==> src/psram_cfg_defs.svh <==
// Constants for the pseudo-static memory configuration controller
`ifndef PSRAM_CFG_DEFS_SVH
`define PSRAM_CFG_DEFS_SVH

// ****************************************
// Clock and memory geometry
// ****************************************
`define CLK_NS         10
`define ADDR_W         21
`define DATA_W         16
`define TOP_ADDR       21'h01ffff

// ****************************************
// Configuration word layout
// ****************************************
`define CFG_DEFAULT    16'h0070
`define CFG_USED_MASK  16'h00f7
`define PAGE_BIT       7
`define BAND_HI        6
`define BAND_LO        5
`define SLEEP_SEL_BIT  4
`define PART_HI        2
`define PART_LO        0
`define PART_NONE      3'h4

// ****************************************
// Timing (figures as printed, counts derived)
// ****************************************
`define ACC_NS         70
`define ACC_CYC        ((`ACC_NS + `CLK_NS - 1) / `CLK_NS)
`define ZZWE_NS        10
`define ZZWE_CYC       ((`ZZWE_NS + `CLK_NS - 1) / `CLK_NS)
`define ZZ_MIN_NS      10000
`define ZZ_MIN_CYC     (`ZZ_MIN_NS / `CLK_NS + 1)
`define INIT_US        150
`define INIT_CYC       ((`INIT_US * 1000) / `CLK_NS)

// ****************************************
// Controller register map
// ****************************************
`define REG_CFG        8'h00
`define REG_CMD        8'h04
`define REG_STATUS     8'h08
`define REG_READBACK   8'h0c
`define CMD_PIN_LOAD   0
`define CMD_SW_LOAD    1
`define CMD_SW_READ    2
`define CMD_SLEEP      3
`define CMD_WAKE       4
`define ST_BUSY        0
`define ST_ASLEEP      1
`define ST_INIT        2
`define ST_SW_LOADED   3
`define ST_REFUSED     4
`define ST_LOST        5
`define ST_NO_REFRESH  6
`define ST_PAR_ACTIVE  7
`define ST_DEEP_SEL    8

`endif

==> src/psram_cfg_pkg.sv <==
// Types shared by the configuration controller and its access engine
package psram_cfg_pkg;

  typedef struct packed {
    logic        cyc;
    logic        stb;
    logic        we;
    logic [7:0]  adr;
    logic [3:0]  sel;
    logic [31:0] dat;
  } wb_req_t;

  typedef struct packed {
    logic        ce_n;
    logic        we_n;
    logic        oe_n;
    logic [20:0] addr;
    logic [15:0] dq;
    logic        dq_oe_n;
  } mem_pins_t;

  typedef enum logic [1:0] {A_IDLE, A_ACTIVE, A_RECOVER} access_state_t;

  typedef enum logic [2:0] {
    C_IDLE, C_PIN_LOW, C_PIN_WRITE, C_PIN_RELEASE,
    C_SW_ACC, C_SLEEP_HOLD, C_ASLEEP, C_INIT_WAIT
  } ctrl_state_t;

endpackage

==> src/psram_access.sv <==
// One asynchronous read or write cycle on the memory pins
`timescale 1ns/10ps
`include "psram_cfg_defs.svh"
module psram_access
  import psram_cfg_pkg::*;
(
  input  wire logic              mclk_in,
  input  wire logic              rst_in,
  input  wire logic              start_in,
  input  wire logic              write_in,
  input  wire logic [20:0]       addr_in,
  input  wire logic [15:0]       wdata_in,
  input  wire logic [15:0]       dq_in,
  output mem_pins_t              pins_out,
  output logic      [15:0]       rdata_out,
  output logic                   done_out
);

  localparam logic [3:0] ACC_LAST = 4'(`ACC_CYC - 1);

  access_state_t state_reg, state_next;
  logic [3:0]    cnt_reg, cnt_next;
  mem_pins_t     pins_reg, pins_next;
  logic [15:0]   rdata_reg, rdata_next;

  always_comb
  begin
    state_next = state_reg;
    cnt_next   = cnt_reg;
    pins_next  = pins_reg;
    rdata_next = rdata_reg;
    unique case (state_reg)
      A_IDLE:
        if (start_in)
        begin
          state_next        = A_ACTIVE;
          cnt_next          = ACC_LAST;
          pins_next.ce_n    = 1'b0;
          pins_next.we_n    = ~write_in;
          pins_next.oe_n    = write_in;
          pins_next.dq_oe_n = ~write_in;
          pins_next.addr    = addr_in;
          pins_next.dq      = wdata_in;
        end
      A_ACTIVE:
        if (cnt_reg == 4'h0)
        begin
          // Strobes rise together; data hold of zero is allowed
          state_next        = A_RECOVER;
          rdata_next        = dq_in;
          pins_next.ce_n    = 1'b1;
          pins_next.we_n    = 1'b1;
          pins_next.oe_n    = 1'b1;
          pins_next.dq_oe_n = 1'b1;
        end
        else
        begin
          cnt_next = cnt_reg - 4'h1;
        end
      A_RECOVER:
        state_next = A_IDLE;
    endcase
  end

  always_ff @(posedge mclk_in)
  begin
    if (rst_in)
    begin
      state_reg <= A_IDLE;
      cnt_reg   <= 4'h0;
      pins_reg  <= '{ce_n: 1'b1, we_n: 1'b1, oe_n: 1'b1, addr: 21'h000000, dq: 16'h0000, dq_oe_n: 1'b1};
      rdata_reg <= 16'h0000;
    end
    else
    begin
      state_reg <= state_next;
      cnt_reg   <= cnt_next;
      pins_reg  <= pins_next;
      rdata_reg <= rdata_next;
    end
  end

  assign pins_out  = pins_reg;
  assign rdata_out = rdata_reg;
  assign done_out  = (state_reg == A_RECOVER);

endmodule // psram_access

==> src/psram_cfg_host.sv <==
// Host controller that loads and reads the memory configuration word
`timescale 1ns/10ps
`include "psram_cfg_defs.svh"
module psram_cfg_host
  import psram_cfg_pkg::*;
#(
  parameter int INIT_CYC = `INIT_CYC
)
(
  input  wire logic         mclk_in,
  input  wire logic         rst_in,
  input  wb_req_t           wb_req_in,
  output logic [31:0]       wb_dat_out,
  output logic              wb_ack_out,
  input  wire logic [15:0]  dq_in,
  output mem_pins_t         mem_pins_out,
  output logic              sleep_request_n_out
);

  localparam logic [15:0] ZZ_LAST  = 16'(`ZZ_MIN_CYC - 1);
  localparam logic [15:0] ZZWE_CNT = 16'(`ZZWE_CYC);
  localparam logic [15:0] INIT_LAST = 16'(INIT_CYC - 1);

  generate
    if (INIT_CYC < 1 || INIT_CYC > 65535)
    begin : g_bad_init
      $error("INIT_CYC out of range for the 16-bit wait counter");
    end
  endgenerate

  // ****************************************
  // State
  // ****************************************
  ctrl_state_t state_reg, state_next;
  logic [15:0] cfg_reg, cfg_next;
  logic [15:0] dev_word_reg, dev_word_next;
  logic [15:0] readback_reg, readback_next;
  logic [15:0] cnt_reg, cnt_next;
  logic [1:0]  step_reg, step_next;
  logic        read_seq_reg, read_seq_next;
  logic        sw_loaded_reg, sw_loaded_next;
  logic        refused_reg, refused_next;
  logic        lost_reg, lost_next;
  logic        sleep_n_reg, sleep_n_next;
  logic        acc_busy_reg, acc_busy_next;
  logic        ack_reg, ack_next;
  logic [31:0] dat_reg, dat_next;

  logic        acc_start;
  logic        acc_write;
  logic [20:0] acc_addr;
  logic [15:0] acc_wdata;
  logic [15:0] acc_rdata;
  logic        acc_done;
  logic        take;
  logic        cmd_wr;
  logic        deep_sel;
  logic [15:0] cfg_clean;
  logic [31:0] status;

  assign take      = wb_req_in.cyc & wb_req_in.stb & ~ack_reg;
  assign cmd_wr    = take & wb_req_in.we & wb_req_in.sel[0] & (wb_req_in.adr == `REG_CMD);
  assign cfg_clean = cfg_reg & `CFG_USED_MASK;
  assign deep_sel  = ~dev_word_reg[`SLEEP_SEL_BIT];

  always_comb
  begin
    status                = 32'h00000000;
    status[31:16]         = dev_word_reg;
    status[`ST_BUSY]      = (state_reg != C_IDLE);
    status[`ST_ASLEEP]    = (state_reg == C_ASLEEP);
    status[`ST_INIT]      = (state_reg == C_INIT_WAIT);
    status[`ST_SW_LOADED] = sw_loaded_reg;
    status[`ST_REFUSED]   = refused_reg;
    status[`ST_LOST]      = lost_reg;
    status[`ST_NO_REFRESH] = (dev_word_reg[`PART_HI:`PART_LO] == `PART_NONE);
    status[`ST_PAR_ACTIVE] = sw_loaded_reg & ~deep_sel;
    status[`ST_DEEP_SEL]  = deep_sel;
  end

  // ****************************************
  // Register bus
  // ****************************************
  always_comb
  begin
    ack_next = take;
    dat_next = dat_reg;
    cfg_next = cfg_reg;
    if (take & ~wb_req_in.we)
    begin
      unique case (wb_req_in.adr)
        `REG_CFG:      dat_next = {16'h0000, cfg_reg};
        `REG_STATUS:   dat_next = status;
        `REG_READBACK: dat_next = {16'h0000, readback_reg};
        default:       dat_next = 32'h00000000;
      endcase
    end
    // Band is passed on untouched; software owns the temperature choice
    if (take & wb_req_in.we & (wb_req_in.adr == `REG_CFG))
    begin
      if (wb_req_in.sel[0])
        cfg_next[7:0] = wb_req_in.dat[7:0];
      if (wb_req_in.sel[1])
        cfg_next[15:8] = wb_req_in.dat[15:8];
    end
  end

  // ****************************************
  // Sequencer
  // ****************************************
  always_comb
  begin
    state_next     = state_reg;
    dev_word_next  = dev_word_reg;
    readback_next  = readback_reg;
    cnt_next       = cnt_reg;
    step_next      = step_reg;
    read_seq_next  = read_seq_reg;
    sw_loaded_next = sw_loaded_reg;
    refused_next   = refused_reg;
    lost_next      = lost_reg;
    sleep_n_next   = sleep_n_reg;
    acc_busy_next  = acc_busy_reg;
    acc_start      = 1'b0;
    acc_write      = 1'b0;
    acc_addr       = `TOP_ADDR;
    acc_wdata      = cfg_clean;
    // Write-one clears sticky flags; a same-cycle set below still wins
    if (take & wb_req_in.we & wb_req_in.sel[0] & (wb_req_in.adr == `REG_STATUS))
    begin
      if (wb_req_in.dat[`ST_REFUSED])
        refused_next = 1'b0;
      if (wb_req_in.dat[`ST_LOST])
        lost_next = 1'b0;
    end
    unique case (state_reg)
      C_IDLE:
        if (cmd_wr & wb_req_in.dat[`CMD_PIN_LOAD])
        begin
          state_next   = C_PIN_LOW;
          sleep_n_next = 1'b0;
          cnt_next     = ZZWE_CNT;
        end
        else if (cmd_wr & wb_req_in.dat[`CMD_SW_LOAD])
        begin
          if (~cfg_reg[`SLEEP_SEL_BIT] | deep_sel)
            refused_next = 1'b1;
          else
          begin
            state_next    = C_SW_ACC;
            step_next     = 2'h0;
            read_seq_next = 1'b0;
          end
        end
        else if (cmd_wr & wb_req_in.dat[`CMD_SW_READ])
        begin
          state_next    = C_SW_ACC;
          step_next     = 2'h0;
          read_seq_next = 1'b1;
        end
        else if (cmd_wr & wb_req_in.dat[`CMD_SLEEP])
        begin
          state_next   = C_SLEEP_HOLD;
          sleep_n_next = 1'b0;
          cnt_next     = ZZ_LAST;
        end
      C_PIN_LOW:
        if (cnt_reg == 16'h0000)
        begin
          acc_start  = 1'b1;
          acc_write  = 1'b1;
          acc_addr   = {5'h00, cfg_clean};
          state_next = C_PIN_WRITE;
        end
        else
          cnt_next = cnt_reg - 16'h0001;
      C_PIN_WRITE:
        if (acc_done)
        begin
          dev_word_next = cfg_clean;
          state_next    = C_PIN_RELEASE;
          sleep_n_next  = 1'b1;
        end
      C_PIN_RELEASE:
        state_next = C_IDLE;
      C_SW_ACC:
        if (~acc_busy_reg)
        begin
          acc_start     = 1'b1;
          acc_write     = step_reg[1] & ~(read_seq_reg & (step_reg == 2'h3));
          acc_busy_next = 1'b1;
        end
        else if (acc_done)
        begin
          acc_busy_next = 1'b0;
          step_next     = step_reg + 2'h1;
          if (step_reg == 2'h3)
          begin
            state_next = C_IDLE;
            if (read_seq_reg)
              readback_next = acc_rdata & `CFG_USED_MASK;
            else
            begin
              dev_word_next  = cfg_clean;
              sw_loaded_next = 1'b1;
            end
          end
        end
      C_SLEEP_HOLD:
        if (cnt_reg == 16'h0000)
        begin
          state_next = C_ASLEEP;
          if (deep_sel)
            lost_next = 1'b1;
        end
        else
          cnt_next = cnt_reg - 16'h0001;
      C_ASLEEP:
        if (cmd_wr & wb_req_in.dat[`CMD_WAKE])
        begin
          sleep_n_next = 1'b1;
          if (deep_sel)
          begin
            state_next = C_INIT_WAIT;
            cnt_next   = INIT_LAST;
          end
          else
            state_next = C_IDLE;
        end
      C_INIT_WAIT:
        if (cnt_reg == 16'h0000)
          state_next = C_IDLE;
        else
          cnt_next = cnt_reg - 16'h0001;
    endcase
  end

  always_ff @(posedge mclk_in)
  begin
    if (rst_in)
    begin
      state_reg     <= C_IDLE;
      cfg_reg       <= `CFG_DEFAULT;
      dev_word_reg  <= `CFG_DEFAULT;
      readback_reg  <= 16'h0000;
      cnt_reg       <= 16'h0000;
      step_reg      <= 2'h0;
      read_seq_reg  <= 1'b0;
      sw_loaded_reg <= 1'b0;
      refused_reg   <= 1'b0;
      lost_reg      <= 1'b0;
      sleep_n_reg   <= 1'b1;
      acc_busy_reg  <= 1'b0;
      ack_reg       <= 1'b0;
      dat_reg       <= 32'h00000000;
    end
    else
    begin
      state_reg     <= state_next;
      cfg_reg       <= cfg_next;
      dev_word_reg  <= dev_word_next;
      readback_reg  <= readback_next;
      cnt_reg       <= cnt_next;
      step_reg      <= step_next;
      read_seq_reg  <= read_seq_next;
      sw_loaded_reg <= sw_loaded_next;
      refused_reg   <= refused_next;
      lost_reg      <= lost_next;
      sleep_n_reg   <= sleep_n_next;
      acc_busy_reg  <= acc_busy_next;
      ack_reg       <= ack_next;
      dat_reg       <= dat_next;
    end
  end

  psram_access u_access (
    .mclk_in   (mclk_in),
    .rst_in    (rst_in),
    .start_in  (acc_start),
    .write_in  (acc_write),
    .addr_in   (acc_addr),
    .wdata_in  (acc_wdata),
    .dq_in     (dq_in),
    .pins_out  (mem_pins_out),
    .rdata_out (acc_rdata),
    .done_out  (acc_done)
  );

  assign wb_ack_out          = ack_reg;
  assign wb_dat_out          = dat_reg;
  assign sleep_request_n_out = sleep_n_reg;

  // ****************************************
  // Checks
  // ****************************************
  // Judged on the pins themselves, so a slip in the access engine is caught too
  a_reserved_zero: assert property (@(posedge mclk_in) disable iff (rst_in)
    !mem_pins_out.we_n |-> (mem_pins_out.dq[15:8] == 8'h00 && mem_pins_out.dq[3] == 1'b0
                            && (mem_pins_out.addr == `TOP_ADDR
                                || (mem_pins_out.addr[20:8] == 13'h0000 && mem_pins_out.addr[3] == 1'b0))))
    else $error("reserved bits driven nonzero");
  a_sw_no_deep: assert property (@(posedge mclk_in) disable iff (rst_in)
    (state_reg == C_IDLE && state_next == C_SW_ACC && !read_seq_next) |-> (cfg_reg[4] && dev_word_reg[4]))
    else $error("software sequence would change deep sleep");
  a_init_quiet: assert property (@(posedge mclk_in) disable iff (rst_in)
    (state_reg == C_INIT_WAIT && cnt_reg != 16'h0000) |=> (state_reg == C_INIT_WAIT && mem_pins_out.ce_n))
    else $error("access during initialization wait");
  a_init_length: assert property (@(posedge mclk_in) disable iff (rst_in)
    (state_reg == C_ASLEEP && state_next == C_INIT_WAIT) |=> cnt_reg == INIT_LAST)
    else $error("initialization wait wrong length");
  a_band_passed: assert property (@(posedge mclk_in) disable iff (rst_in)
    (state_reg == C_PIN_WRITE && acc_done) |=> dev_word_reg[6:5] == $past(cfg_reg[6:5]))
    else $error("temperature band altered");
  a_pin_write: assert property (@(posedge mclk_in) disable iff (rst_in)
    (state_reg == C_IDLE && state_next == C_PIN_LOW) |=> !sleep_request_n_out ##[1:50] !mem_pins_out.we_n)
    else $error("pin load write not within window");
  a_top_addr: assert property (@(posedge mclk_in) disable iff (rst_in)
    (state_reg == C_SW_ACC && !mem_pins_out.ce_n) |-> mem_pins_out.addr == `TOP_ADDR)
    else $error("software access off top address");
  a_hold_low: assert property (@(posedge mclk_in) disable iff (rst_in)
    (state_reg == C_SLEEP_HOLD && cnt_reg != 16'h0000) |=> (!sleep_request_n_out && state_reg == C_SLEEP_HOLD))
    else $error("sleep pin released early");

  c_pin_load: cover property (@(posedge mclk_in) disable iff (rst_in) state_reg == C_PIN_RELEASE);
  c_sw_load: cover property (@(posedge mclk_in) disable iff (rst_in) $rose(sw_loaded_reg));
  c_deep_wake: cover property (@(posedge mclk_in) disable iff (rst_in) state_reg == C_INIT_WAIT);

endmodule // psram_cfg_host

==> config.mk <==
export PLATFORM = sky130hd
export DESIGN_NAME = psram_cfg_host
export DESIGN_NICKNAME = d
export VERILOG_FILES = /design/src/psram_cfg_pkg.sv /design/src/psram_access.sv /design/src/psram_cfg_host.sv
export VERILOG_INCLUDE_DIRS = /design/src
export SDC_FILE = /design/constraint.sdc
export NUM_CORES = 1
export LEC_CHECK = 0
export BUFFER_PORTS_ARGS = -buffer_cell sky130_fd_sc_hd__buf_2
export CAP_MARGIN = 0
export CORE_MARGIN = 3
export CORE_UTILIZATION = 45
export CTS_CLUSTER_SIZE = 14
export DETAILED_ROUTE_END_ITERATION = 10
export PLACE_DENSITY_LB_ADDON = 0.1
export RECOVER_POWER = 50
export SLEW_MARGIN = 5
export SYNTH_ARGS = -nofsm -noshare
export SYNTH_HDL_FRONTEND = slang
export SYNTH_HIERARCHICAL = 1
export SYNTH_SLANG_ARGS = --single-unit
==> constraint.sdc <==
create_clock -name mclk_in -period 5.9 [get_ports mclk_in]
set_input_delay 1.18 -clock mclk_in [delete_from_list [all_inputs] [get_ports mclk_in]]
set_output_delay 1.18 -clock mclk_in [all_outputs]
set_load 0.1 [all_outputs]
### Word level (Yosys, flattened, before mapping)

Cells that the tools add are included.

* register bits: 145
* latch bits: 0
* memory bits (writable): 0
* bits in read-only memories: 0
* logic and storage cells: 195
* memories: 0

* $add $sub $neg: 3
* multipliers: 0
* div/mod/pow operators: 0
* order comparisons: 0
* eq/ne operators: 37
* shift-type cells: 0
* mux-type cells: 78
* bitwise operators: 25
* reductions and logical operators: 28

Operators with widths (number)
* $mux W16: 12
* $pmux W32 S3: 1
* $pmux W16 S3: 1
* $mux W3: 15
* $mux W41: 1
* $mux W17: 2
* $pmux W16 S2: 1
* $mux W1: 26
* $ne A2 B2 Y1 const B: 13
* $pmux W3 S8: 1
* $reduce_and A6 Y1: 3
* $and A1 B1 Y1: 16
* $eq A8 B4 Y1 const B: 2
* $logic_not A16 Y1: 1
* $mux W2: 8
* $sub A16 B1 Y16 const B: 1
* $eq A3 B3 Y1 const B: 5
* $ne A3 B3 Y1 const B: 5
* $reduce_and A10 Y1: 1
* $reduce_and A2 Y1: 5
* $reduce_and A5 Y1: 2
* $reduce_bool A3 Y1: 3
* $eq A8 B3 Y1 const B: 1
* $logic_not A8 Y1: 1
* 26 further kinds: 44

### Depth between registers and ports, before layout

Gate-level depths: netlist of the first run.

* depth in word-level cells: 11
* gate-level depth with buffers: 11
* depth with buffers taken out: 9

### Hierarchy

Netlist of the first run, hierarchy kept.

By module, submodules not included
* psram_cfg_host: times used 1, cells an instance 512, area each 4071.4 sq um, seq. area each 1621.6 sq um
* psram_access: times used 1, cells an instance 296, area each 2437.3 sq um, seq. area each 1241.2 sq um

### Worst setup path after synthesis of the first run

Ideal clock, no wire load.

* path type: input to register
* from: input wb_req_in[37] (netlist bit)
* to: register cfg_reg[10]
* setup time: 128 ps
* data arrival time: 3195 ps
* setup slack: 2578 ps
* cell stages on the path: 8
* buffers on the path: 2
* cells stage by stage: or4_1 or3_1 clkbuf_1 nor3_2 and2_1 buf_2 mux2i_1 nor2_1

* longest elaborated chain between the ends: 3

RTL lines
* start, declared: RTL line psram_cfg_host.sv:12 `input wb_req_t wb_req_in,`
* $logic_not A8 Y1
* $and A1 B1 Y1: RTL line psram_cfg_host.sv:99 `` if (take & wb_req_in.we & (wb_req_in.adr == `REG_CFG)) ``
* $reduce_and A2 Y1 (no source line)
* end signal, assigned: RTL line psram_cfg_host.sv:243 `` cfg_reg <= `CFG_DEFAULT; ``
* end signal, assigned: RTL line psram_cfg_host.sv:260 `cfg_reg <= cfg_next;`
* end, declared: RTL line psram_cfg_host.sv:35 `logic [15:0] cfg_reg, cfg_next;`

Every way passes these cells.
A chain may end at the register's enable or synchronous reset.

==> results of run 1 <==
==> worst max path at each step <==
stage,cells past startpoint,end,slack [ns],from
finish,4,u_access/state_reg[0],0.98,rst_in
global route,4,u_access/state_reg[0],0.63,rst_in
CTS,8,u_access/pins_out[21],1.65,cnt_reg[7]
detailed placement,8,u_access/pins_out[33],1.67,cnt_reg[7]
global placement,8,u_access/pins_out[6],1.80,cnt_reg[7]
floorplan,8,cfg_reg[10],2.58,wb_req_in[37]
==> routing by layer <==
layer	share of wire	vias up
met2	0.47	167
met1	0.45	2624
li1	-	2809
met5	0	-
met3	0.060	26
met4	0.020	0
==> through the flow <==
step	util	power, mW	std cells	area [µm²]
3_3_place_gp	0.502	2.91	1012	6710
2_1_floorplan	-	2.68	793	6250
3_5_place_dp	0.502	2.94	1012	6710
4_1_cts	0.547	3.99	1044	7300
6_report	0.540	3.96	1044	7200
5_1_grt	0.540	4.17	1044	7200
==> worst max-delay path, stage by stage <==
cell	delay [ns]
clkbuf_1	2.89
buf_4	0.74
nor2_1	0.08
mux2_1	0.30
==> where the power goes <==
part	internal, mW	total, mW	switching (mW)
registers	1.06	1.19	0.127
clock network	0.653	1.05	0.400
logic	0.361	1.72	1.36
==> layout make-up <==
class | instances | area share
multi-input cells | 571 | 0.437
flip-flops and latches | 134 | 0.372
repair buffers | 110 | 0.0672
clock buffers | 20 | 0.0648
well taps | 176 | 0.0306
clock inverters | 12 | 0.0175
inverters | 21 | 0.0109
==> cells in the final DEF, fill, tap and decap left out, types with 8 or more instances in the layout <==
cell type,n
inv_1,21
nor3_1,10
or2_2,10
o21ai_0,15
a21oi_1,100
nand2_1,132
nand4_1,8
nor2_1,72
nand3_1,41
dfxtp_1,134
buf_2,36
conb_1,22
mux2i_1,28
a22oi_1,9
clkbuf_16,17
clkbuf_1,67
o31ai_1,14
==> results.sh, run 1 <==
export IMPL_status="finished, violations left"
export IMPL_violations="max-capacitance violations, max-slew violations"
export IMPL_rsz0062_at_grt="no"
export IMPL_hold_path_depth=2
export IMPL_multiInputGateArea_um2=3150
export IMPL_cts_tree="yes"
export IMPL_io_buffers=103
export IMPL_power_per_cell_area_nw_per_um2=550
export IMPL_busiest_layer="met2"
export IMPL_antenna_found_initial=0
export IMPL_diodes=0
export IMPL_wl_per_cell_um=15.1
export IMPL_worstMarginPinSlew_ns=4.18
export IMPL_finalHoldViolations=0
export IMPL_gp_congestion=0.864
export IMPL_routed_wl_mm=15.7
export IMPL_r2r_slack_ns=1.60
export IMPL_syn_area_per_cell_um2=8.00
export IMPL_tns_ns=0
export IMPL_fillCellCount=1365
export IMPL_cts_buffers=17
export IMPL_arrival_ns=5.23
export IMPL_die_x_um=123
export IMPL_largest_reg_flops=40
export IMPL_max_freq_mhz=203
export IMPL_pre_cts_slack_ns=1.67
export IMPL_ff2ff_path_depth=8
export IMPL_die_h_um=123
export IMPL_grt_pass1_wl_mm=25.7
export IMPL_cts_resized=0
export IMPL_rows=42
export IMPL_fin_crit_sh=0.834
export IMPL_routed_via_density=5.39
export IMPL_post_cts_buffers=0
export IMPL_grt_overflow_total=0
export IMPL_met1_usage=0.283
export IMPL_hold_class="register to register"
export IMPL_maxSlewHeadroom=-1.78
export IMPL_grt_pass1_vias=5334
export IMPL_grt_util_met3=0.0480
export IMPL_ff_latch_area_um2=2680
export IMPL_areaGrowthSynthToFinish_pct=16.7
export IMPL_worstSetupPathType="input pin to register"
export IMPL_clock_path_buffers=2
export IMPL_finalMaxSlewViolations=97
export IMPL_ir_worst_vdd_uv=211
export IMPL_cp_start_kind="input pin"
export IMPL_cts_max_level=4
export IMPL_syn_cell_area_um2=6170
export IMPL_coreArea_um2=13300
export IMPL_clock_sinks=134
export IMPL_clk_pin_slew_worst_paths_ns=0.06
export IMPL_dpl_hpwl_mm=10.7
export IMPL_r2r_end="u_access/pins_out[29]"
export IMPL_first_iter_violations=316
export IMPL_holdPathEnd="u_access/pins_out[11]"
export IMPL_setup_slack_ns=0.977
export IMPL_crit_required_ns=6.21
export IMPL_cellLeakagePower_nw=2.65
export IMPL_fin_crit_ns=4.92
export IMPL_drive_above_1_share=0.118
export IMPL_r2r_start="cnt_reg[7]"
export IMPL_hold_start="u_access/pins_out[11]"
export IMPL_ys_warn_count=6
export IMPL_layout_nets=927
export IMPL_syn_instance_count=772
export IMPL_grtUsageMet2=0.336
export IMPL_critPathMaxFanout=96
export IMPL_vias=5626
export IMPL_start_util=0.462
export IMPL_firstDrtPassIters=5
export IMPL_pin_count=140
export IMPL_whs_ns=0.455
export IMPL_final_setup_viol_count=0
export IMPL_cts_hold_buf=0
export IMPL_ant_nets=0
export IMPL_clkLatencyLatePin_ns=0.42
export IMPL_drc=0
export IMPL_max_cap_violations=1
export IMPL_grt_usage=0.212
export IMPL_grt_max_degree=97
export IMPL_fin_worst_skew_ns=0.00621
export IMPL_cts_root_buf="clkbuf_16"
export IMPL_crit_path_end_kind="register"
export IMPL_die_area_um2=15200
(Power assumes the default switching activity.)
==> run 2: changes to the inputs <==
Settings changed: ABC_AREA from default to 1.
Clock period 5.9 ns to 4.5 ns, I/O delays scaled along.
==> results.sh, run 2 <==
export IMPL_status="finished, violations left"
export IMPL_violations="max-capacitance violations, max-slew violations"
export IMPL_finalHoldViolations=0
export IMPL_worstSetupPathType="input pin to register"
export IMPL_grt_overflow_total=0
export IMPL_wl_met1_mm=7.87
export IMPL_drc=0
export IMPL_layout_nets=1093
export IMPL_max_freq_mhz=302
export IMPL_ys_warn_count=6
export IMPL_diodes=0
export IMPL_cts_hold_buf=0
export IMPL_finalMaxSlewViolations=53
export IMPL_routed_via_density=4.84
export IMPL_start_util=0.471
export IMPL_largest_reg_flops=40
export IMPL_antenna_found_initial=0
export IMPL_top_layer_used="met4"
export IMPL_maxSlewHeadroom=-0.361
export IMPL_die_x_um=125
export IMPL_routed_wl_mm=15.7
export IMPL_clk_pin_slew_worst_paths_ns=0.05
export IMPL_grt_max_degree=53
export IMPL_cts_resized=0
export IMPL_grt_pass1_wl_mm=25.9
export IMPL_grt_usage=0.200
export IMPL_crit_required_ns=4.84
export IMPL_cts_max_level=4
export IMPL_tns_ns=0
export IMPL_syn_cell_area_um2=6380
export IMPL_vias=5852
export IMPL_cts_buffers=17
export IMPL_post_cts_buffers=0
export IMPL_fin_worst_skew_ns=0.0105
export IMPL_worstMarginPinSlew_ns=2.04
export IMPL_coreArea_um2=13600
export IMPL_rows=42
export IMPL_dpl_hpwl_mm=10.7
export IMPL_layout_common_cells="nor2_1 (204), nand2_1 (168), dfxtp_1 (134), o21ai_0 (97)"
export IMPL_final_setup_viol_count=0
export IMPL_ir_worst_vdd_uv=370
export IMPL_die_h_um=125
export IMPL_hold_class="register to register"
export IMPL_syn_area_per_cell_um2=6.97
export IMPL_io_buffers=103
export IMPL_arrival_ns=3.65
export IMPL_power_per_cell_area_nw_per_um2=847
export IMPL_cellLeakagePower_nw=3.18
export IMPL_wl_per_cell_um=13.0
export IMPL_pin_count=140
export IMPL_syn_instance_count=916
export IMPL_whs_ns=0.446
export IMPL_clock_sinks=134
export IMPL_first_iter_violations=485
export IMPL_fillCellCount=1445
export IMPL_rsz0062_at_grt="no"
export IMPL_cp_start_kind="input pin"
export IMPL_fin_total_pwr_mw=6.26
export IMPL_routed_wl_met3_um=914
export IMPL_met2_length_mm=6.70
export IMPL_crit_path_end_kind="register"
export IMPL_fin_crit_ns=3.31
export IMPL_firstDrtPassIters=5
export IMPL_setup_slack_ns=1.19
export IMPL_fin_crit_sh=0.736
export IMPL_cts_root_buf="clkbuf_16"
export IMPL_clock_path_buffers=2
export IMPL_critPathMaxFanout=52
export IMPL_areaGrowthSynthToFinish_pct=15.8
export IMPL_clkLatencyLatePin_ns=0.42
export IMPL_layout_cells_most_common="nor2_1"
export IMPL_drive_above_1_share=0.113
export IMPL_max_cap_violations=1
export IMPL_cts_tree="yes"
export IMPL_gp_congestion=0.879
export IMPL_pre_cts_slack_ns=1.27
export IMPL_die_area_um2=15600
export IMPL_ant_nets=0
export IMPL_grt_pass1_vias=5258
run 2: changes by cell type in the layout (fill, tap and decap cells not counted), sizes merged, moves of 7 or more:
| cell | previous run | this run |
|---|---|---|
| a21oi | 101 | 50 |
| a22oi | 9 | 2 |
| a31oi | 7 | 0 |
| inv | 22 | 86 |
| mux2i | 28 | 0 |
| nand2 | 135 | 184 |
| nand2b | 7 | 0 |
| nand3 | 41 | 49 |
| nand4 | 8 | 15 |
| nor2 | 72 | 213 |
| nor3 | 11 | 4 |
| nor4 | 9 | 0 |
| o21ai | 22 | 103 |
| o31ai | 14 | 0 |
run 2: layout make-up:
type | count | area, µm² | share of cell area
Multi-Input combinational cell | 674 | 3150 | 0.427
Sequential cell | 134 | 2680 | 0.363
Clock buffer | 23 | 468 | 0.0633
Timing Repair Buffer | 108 | 460 | 0.0623
Inverter | 86 | 330 | 0.0447
Tap cell | 176 | 220 | 0.0298
Clock inverter | 8 | 75.1 | 0.0102
run 2: worst max-delay path, stage by stage:
cell and delay (ns):
clkbuf_1 0.54, inv_1 0.20, clkbuf_1 1.47, o21ai_0 0.32, a21oi_1 0.21
run 2: path summary, 6_finish.rpt:
path	to	depth (start not counted)	startpoint	slack [ns]
max	u_access/rdata_out[4]	5	rst_in	1.19
min	u_access/rdata_out[2]	2	u_access/rdata_out[2]	0.45
max reg2reg	u_access/pins_out[10]	15	cnt_reg[0]	1.25
min reg2reg	u_access/rdata_out[2]	2	u_access/rdata_out[2]	0.45
run 2: stage by stage:
step                      cells  cell area, µm²   util
final                      1209            7390  0.545
after global routing       1209            7390  0.545
after CTS                  1209            7510  0.554
after detailed placement   1178            6970  0.514
after global placement     1178            6970  0.514
after floorplan             937            6460      -
run 2: metal layers:
metal | up-vias | GRT usage
met3 | 18 | 0.0435
met1 | 2577 | 0.281
met4 | 0 | 0.0708
met5 | - | 0
met2 | 144 | 0.303
li1 | 3113 | -
run 2: power by group:
group | total, mW | leakage (nW) | switching, mW | internal [mW]
sequential | 1.68 | 1.09 | 0.205 | 1.48
combinational | 3.28 | 1.82 | 2.53 | 0.753
clock | 1.29 | 0.267 | 0.509 | 0.784
==> run 3: changes to the inputs <==
Settings changed: ABC_AREA 1 to 0.
Clock period 4.5 ns to 2.8 ns, I/O delays scaled along.
==> results.sh, run 3 (synthesis gave the netlist of run 1 again) <==
export IMPL_status="finished, final reports clean"
export IMPL_hold_class="input pin to register"
export IMPL_cellLeakagePower_nw=2.76
export IMPL_start_util=0.462
export IMPL_post_cts_buffers=0
export IMPL_coreArea_um2=13300
export IMPL_layout_nets=961
export IMPL_final_cell_area_um2=7380
export IMPL_cpMaxStageDelayCell="or4_4"
export IMPL_crit_required_ns=3.02
export IMPL_whs_ns=0.351
export IMPL_finalHoldViolations=0
export IMPL_antenna_found_initial=1
export IMPL_die_area_um2=15200
export IMPL_fin_worst_skew_ns=0.00721
export IMPL_firstDrtPassIters=5
export IMPL_setup_slack_ns=0.261
export IMPL_max_cap_violations=0
export IMPL_cts_root_buf="clkbuf_16"
export IMPL_grt_overflow_total=0
export IMPL_pre_cts_slack_ns=-0.133
export IMPL_layout_common_cells="dfxtp_1 (134), nand2_1 (132), a21oi_1 (101), clkbuf_1 (73), nor2_1 (72)"
export IMPL_clkLatencyLatePin_ns=0.41
export IMPL_max_stage_delay_ns=0.61
export IMPL_ant_nets=0
export IMPL_ir_worst_vdd_uv=459
export IMPL_cp_start_kind="input pin"
export IMPL_cts_hold_buf=0
export IMPL_worstPathCellList="buf_2 -> or4_1 -> or4_4 -> o21ai_2 -> nand2_1 -> buf_4 -> o31ai_1 -> a21oi_1"
export IMPL_pin_count=140
export IMPL_fin_crit_sh=0.907
export IMPL_grt_pass1_vias=5426
export IMPL_path_delay_family="simple AND/OR/NAND/NOR gates"
export IMPL_tns_ns=0
export IMPL_critPathMaxFanout=6
export IMPL_rows=42
export IMPL_power_per_cell_area_nw_per_um2=1130
export IMPL_routed_wl_mm=15.9
export IMPL_fin_crit_ns=2.54
export IMPL_die_h_um=123
export IMPL_final_setup_viol_count=0
export IMPL_drive_above_1_share=0.136
export IMPL_grt_max_degree=71
export IMPL_layout_cells_most_common="dfxtp_1"
export IMPL_rsz0062_at_grt="no"
export IMPL_largest_reg_flops=40
export IMPL_worstMarginPinSlew_ns=1.45
export IMPL_die_x_um=123
export IMPL_areaGrowthSynthToFinish_pct=19.6
export IMPL_finalMaxSlewViolations=0
export IMPL_io_buffers=103
export IMPL_maxSlewHeadroom=0.0349
export IMPL_grt_pass1_wl_mm=26.2
export IMPL_wl_per_cell_um=14.8
export IMPL_cts_max_level=4
export IMPL_arrival_ns=2.76
export IMPL_cts_tree="yes"
export IMPL_clock_path_buffers=2
export IMPL_grt_usage=0.217
export IMPL_gp_congestion=0.899
export IMPL_clk_pin_slew_worst_paths_ns=0.05
export IMPL_drc=0
export IMPL_timing_critical_path_buf_inv=2
export IMPL_worstSetupPathType="input pin to register"
export IMPL_cts_resized=0
export IMPL_diodes=0
export IMPL_vias=5755
export IMPL_cts_buffers=17
export IMPL_clock_sinks=134
export IMPL_first_iter_violations=307
export IMPL_place_area_um2=7010
export IMPL_crit_path_end_kind="register"
export IMPL_max_freq_mhz=394
export IMPL_dpl_hpwl_mm=11.4
export IMPL_routed_via_density=5.36
==> run 3: cell count changes in the layout (fill, tap and decap cells not counted), moves of 30 or more <==
cell     before  now
buf_4         3   33
nor2_1      204   72
inv_1        74   21
nand2_1     168  132
a21oi_1      48  101
o21ai_0      97   15
==> run 3: path summary, 6_finish.rpt <==
kind	slack, ns	end	cells after the start	start
worst min-delay path	0.35	cfg_reg[6]	2	wb_req_in[6]
worst max register to register	0.28	u_access/state_reg[0]	8	cnt_reg[7]
worst min register to register	0.45	wb_dat_out[10]	2	wb_dat_out[10]
worst max-delay path	0.26	cnt_reg[9]	8	wb_req_in[37]
==> run 3: cell type report <==
class	count	area, µm²
fill	1322	5970
multi-input combinational	571	3130
sequential	134	2680
timing repair buffer	144	761
clock buffer	21	450
tap	176	220
inverter	21	78.8
clock inverter	6	57.6
==> run 3: worst reg2reg max path: cells and delay by family, from the launching register on <==
kind               cells  cell delay (ns)
AOI/OAI and AO/OA      2             0.35
muxes                  1             0.32
DFF                    1             0.35
and+or+nand+nor        5             1.39
==> run 3: through the flow <==
step            util  std cells  total power [mW]
6_report       0.553       1073              8.36
5_1_grt        0.553       1073              8.86
4_1_cts        0.563       1073              8.46
3_5_place_dp   0.525       1046              6.49
3_3_place_gp   0.525       1046              6.40
2_1_floorplan      -        793              5.65
==> run 3: metal layers <==
metal  track usage  share of wire  wire length [µm]  vias to the layer above
li1              -              -                 -                     2880
met1         0.286           0.45              7190                     2664
met2         0.344           0.47              7400                      179
met3        0.0549          0.063              1010                       30
met4        0.0796          0.018               278                        2
met5             0        0.00044                 7                        -
==> run 3: power by group <==
group          internal [mW]  leakage, nW  total (mW)  switching (mW)
Sequential              2.23         1.09        2.49           0.259
Clock                   1.21        0.250        1.96           0.749
Combinational          0.979         1.43        3.91            2.93
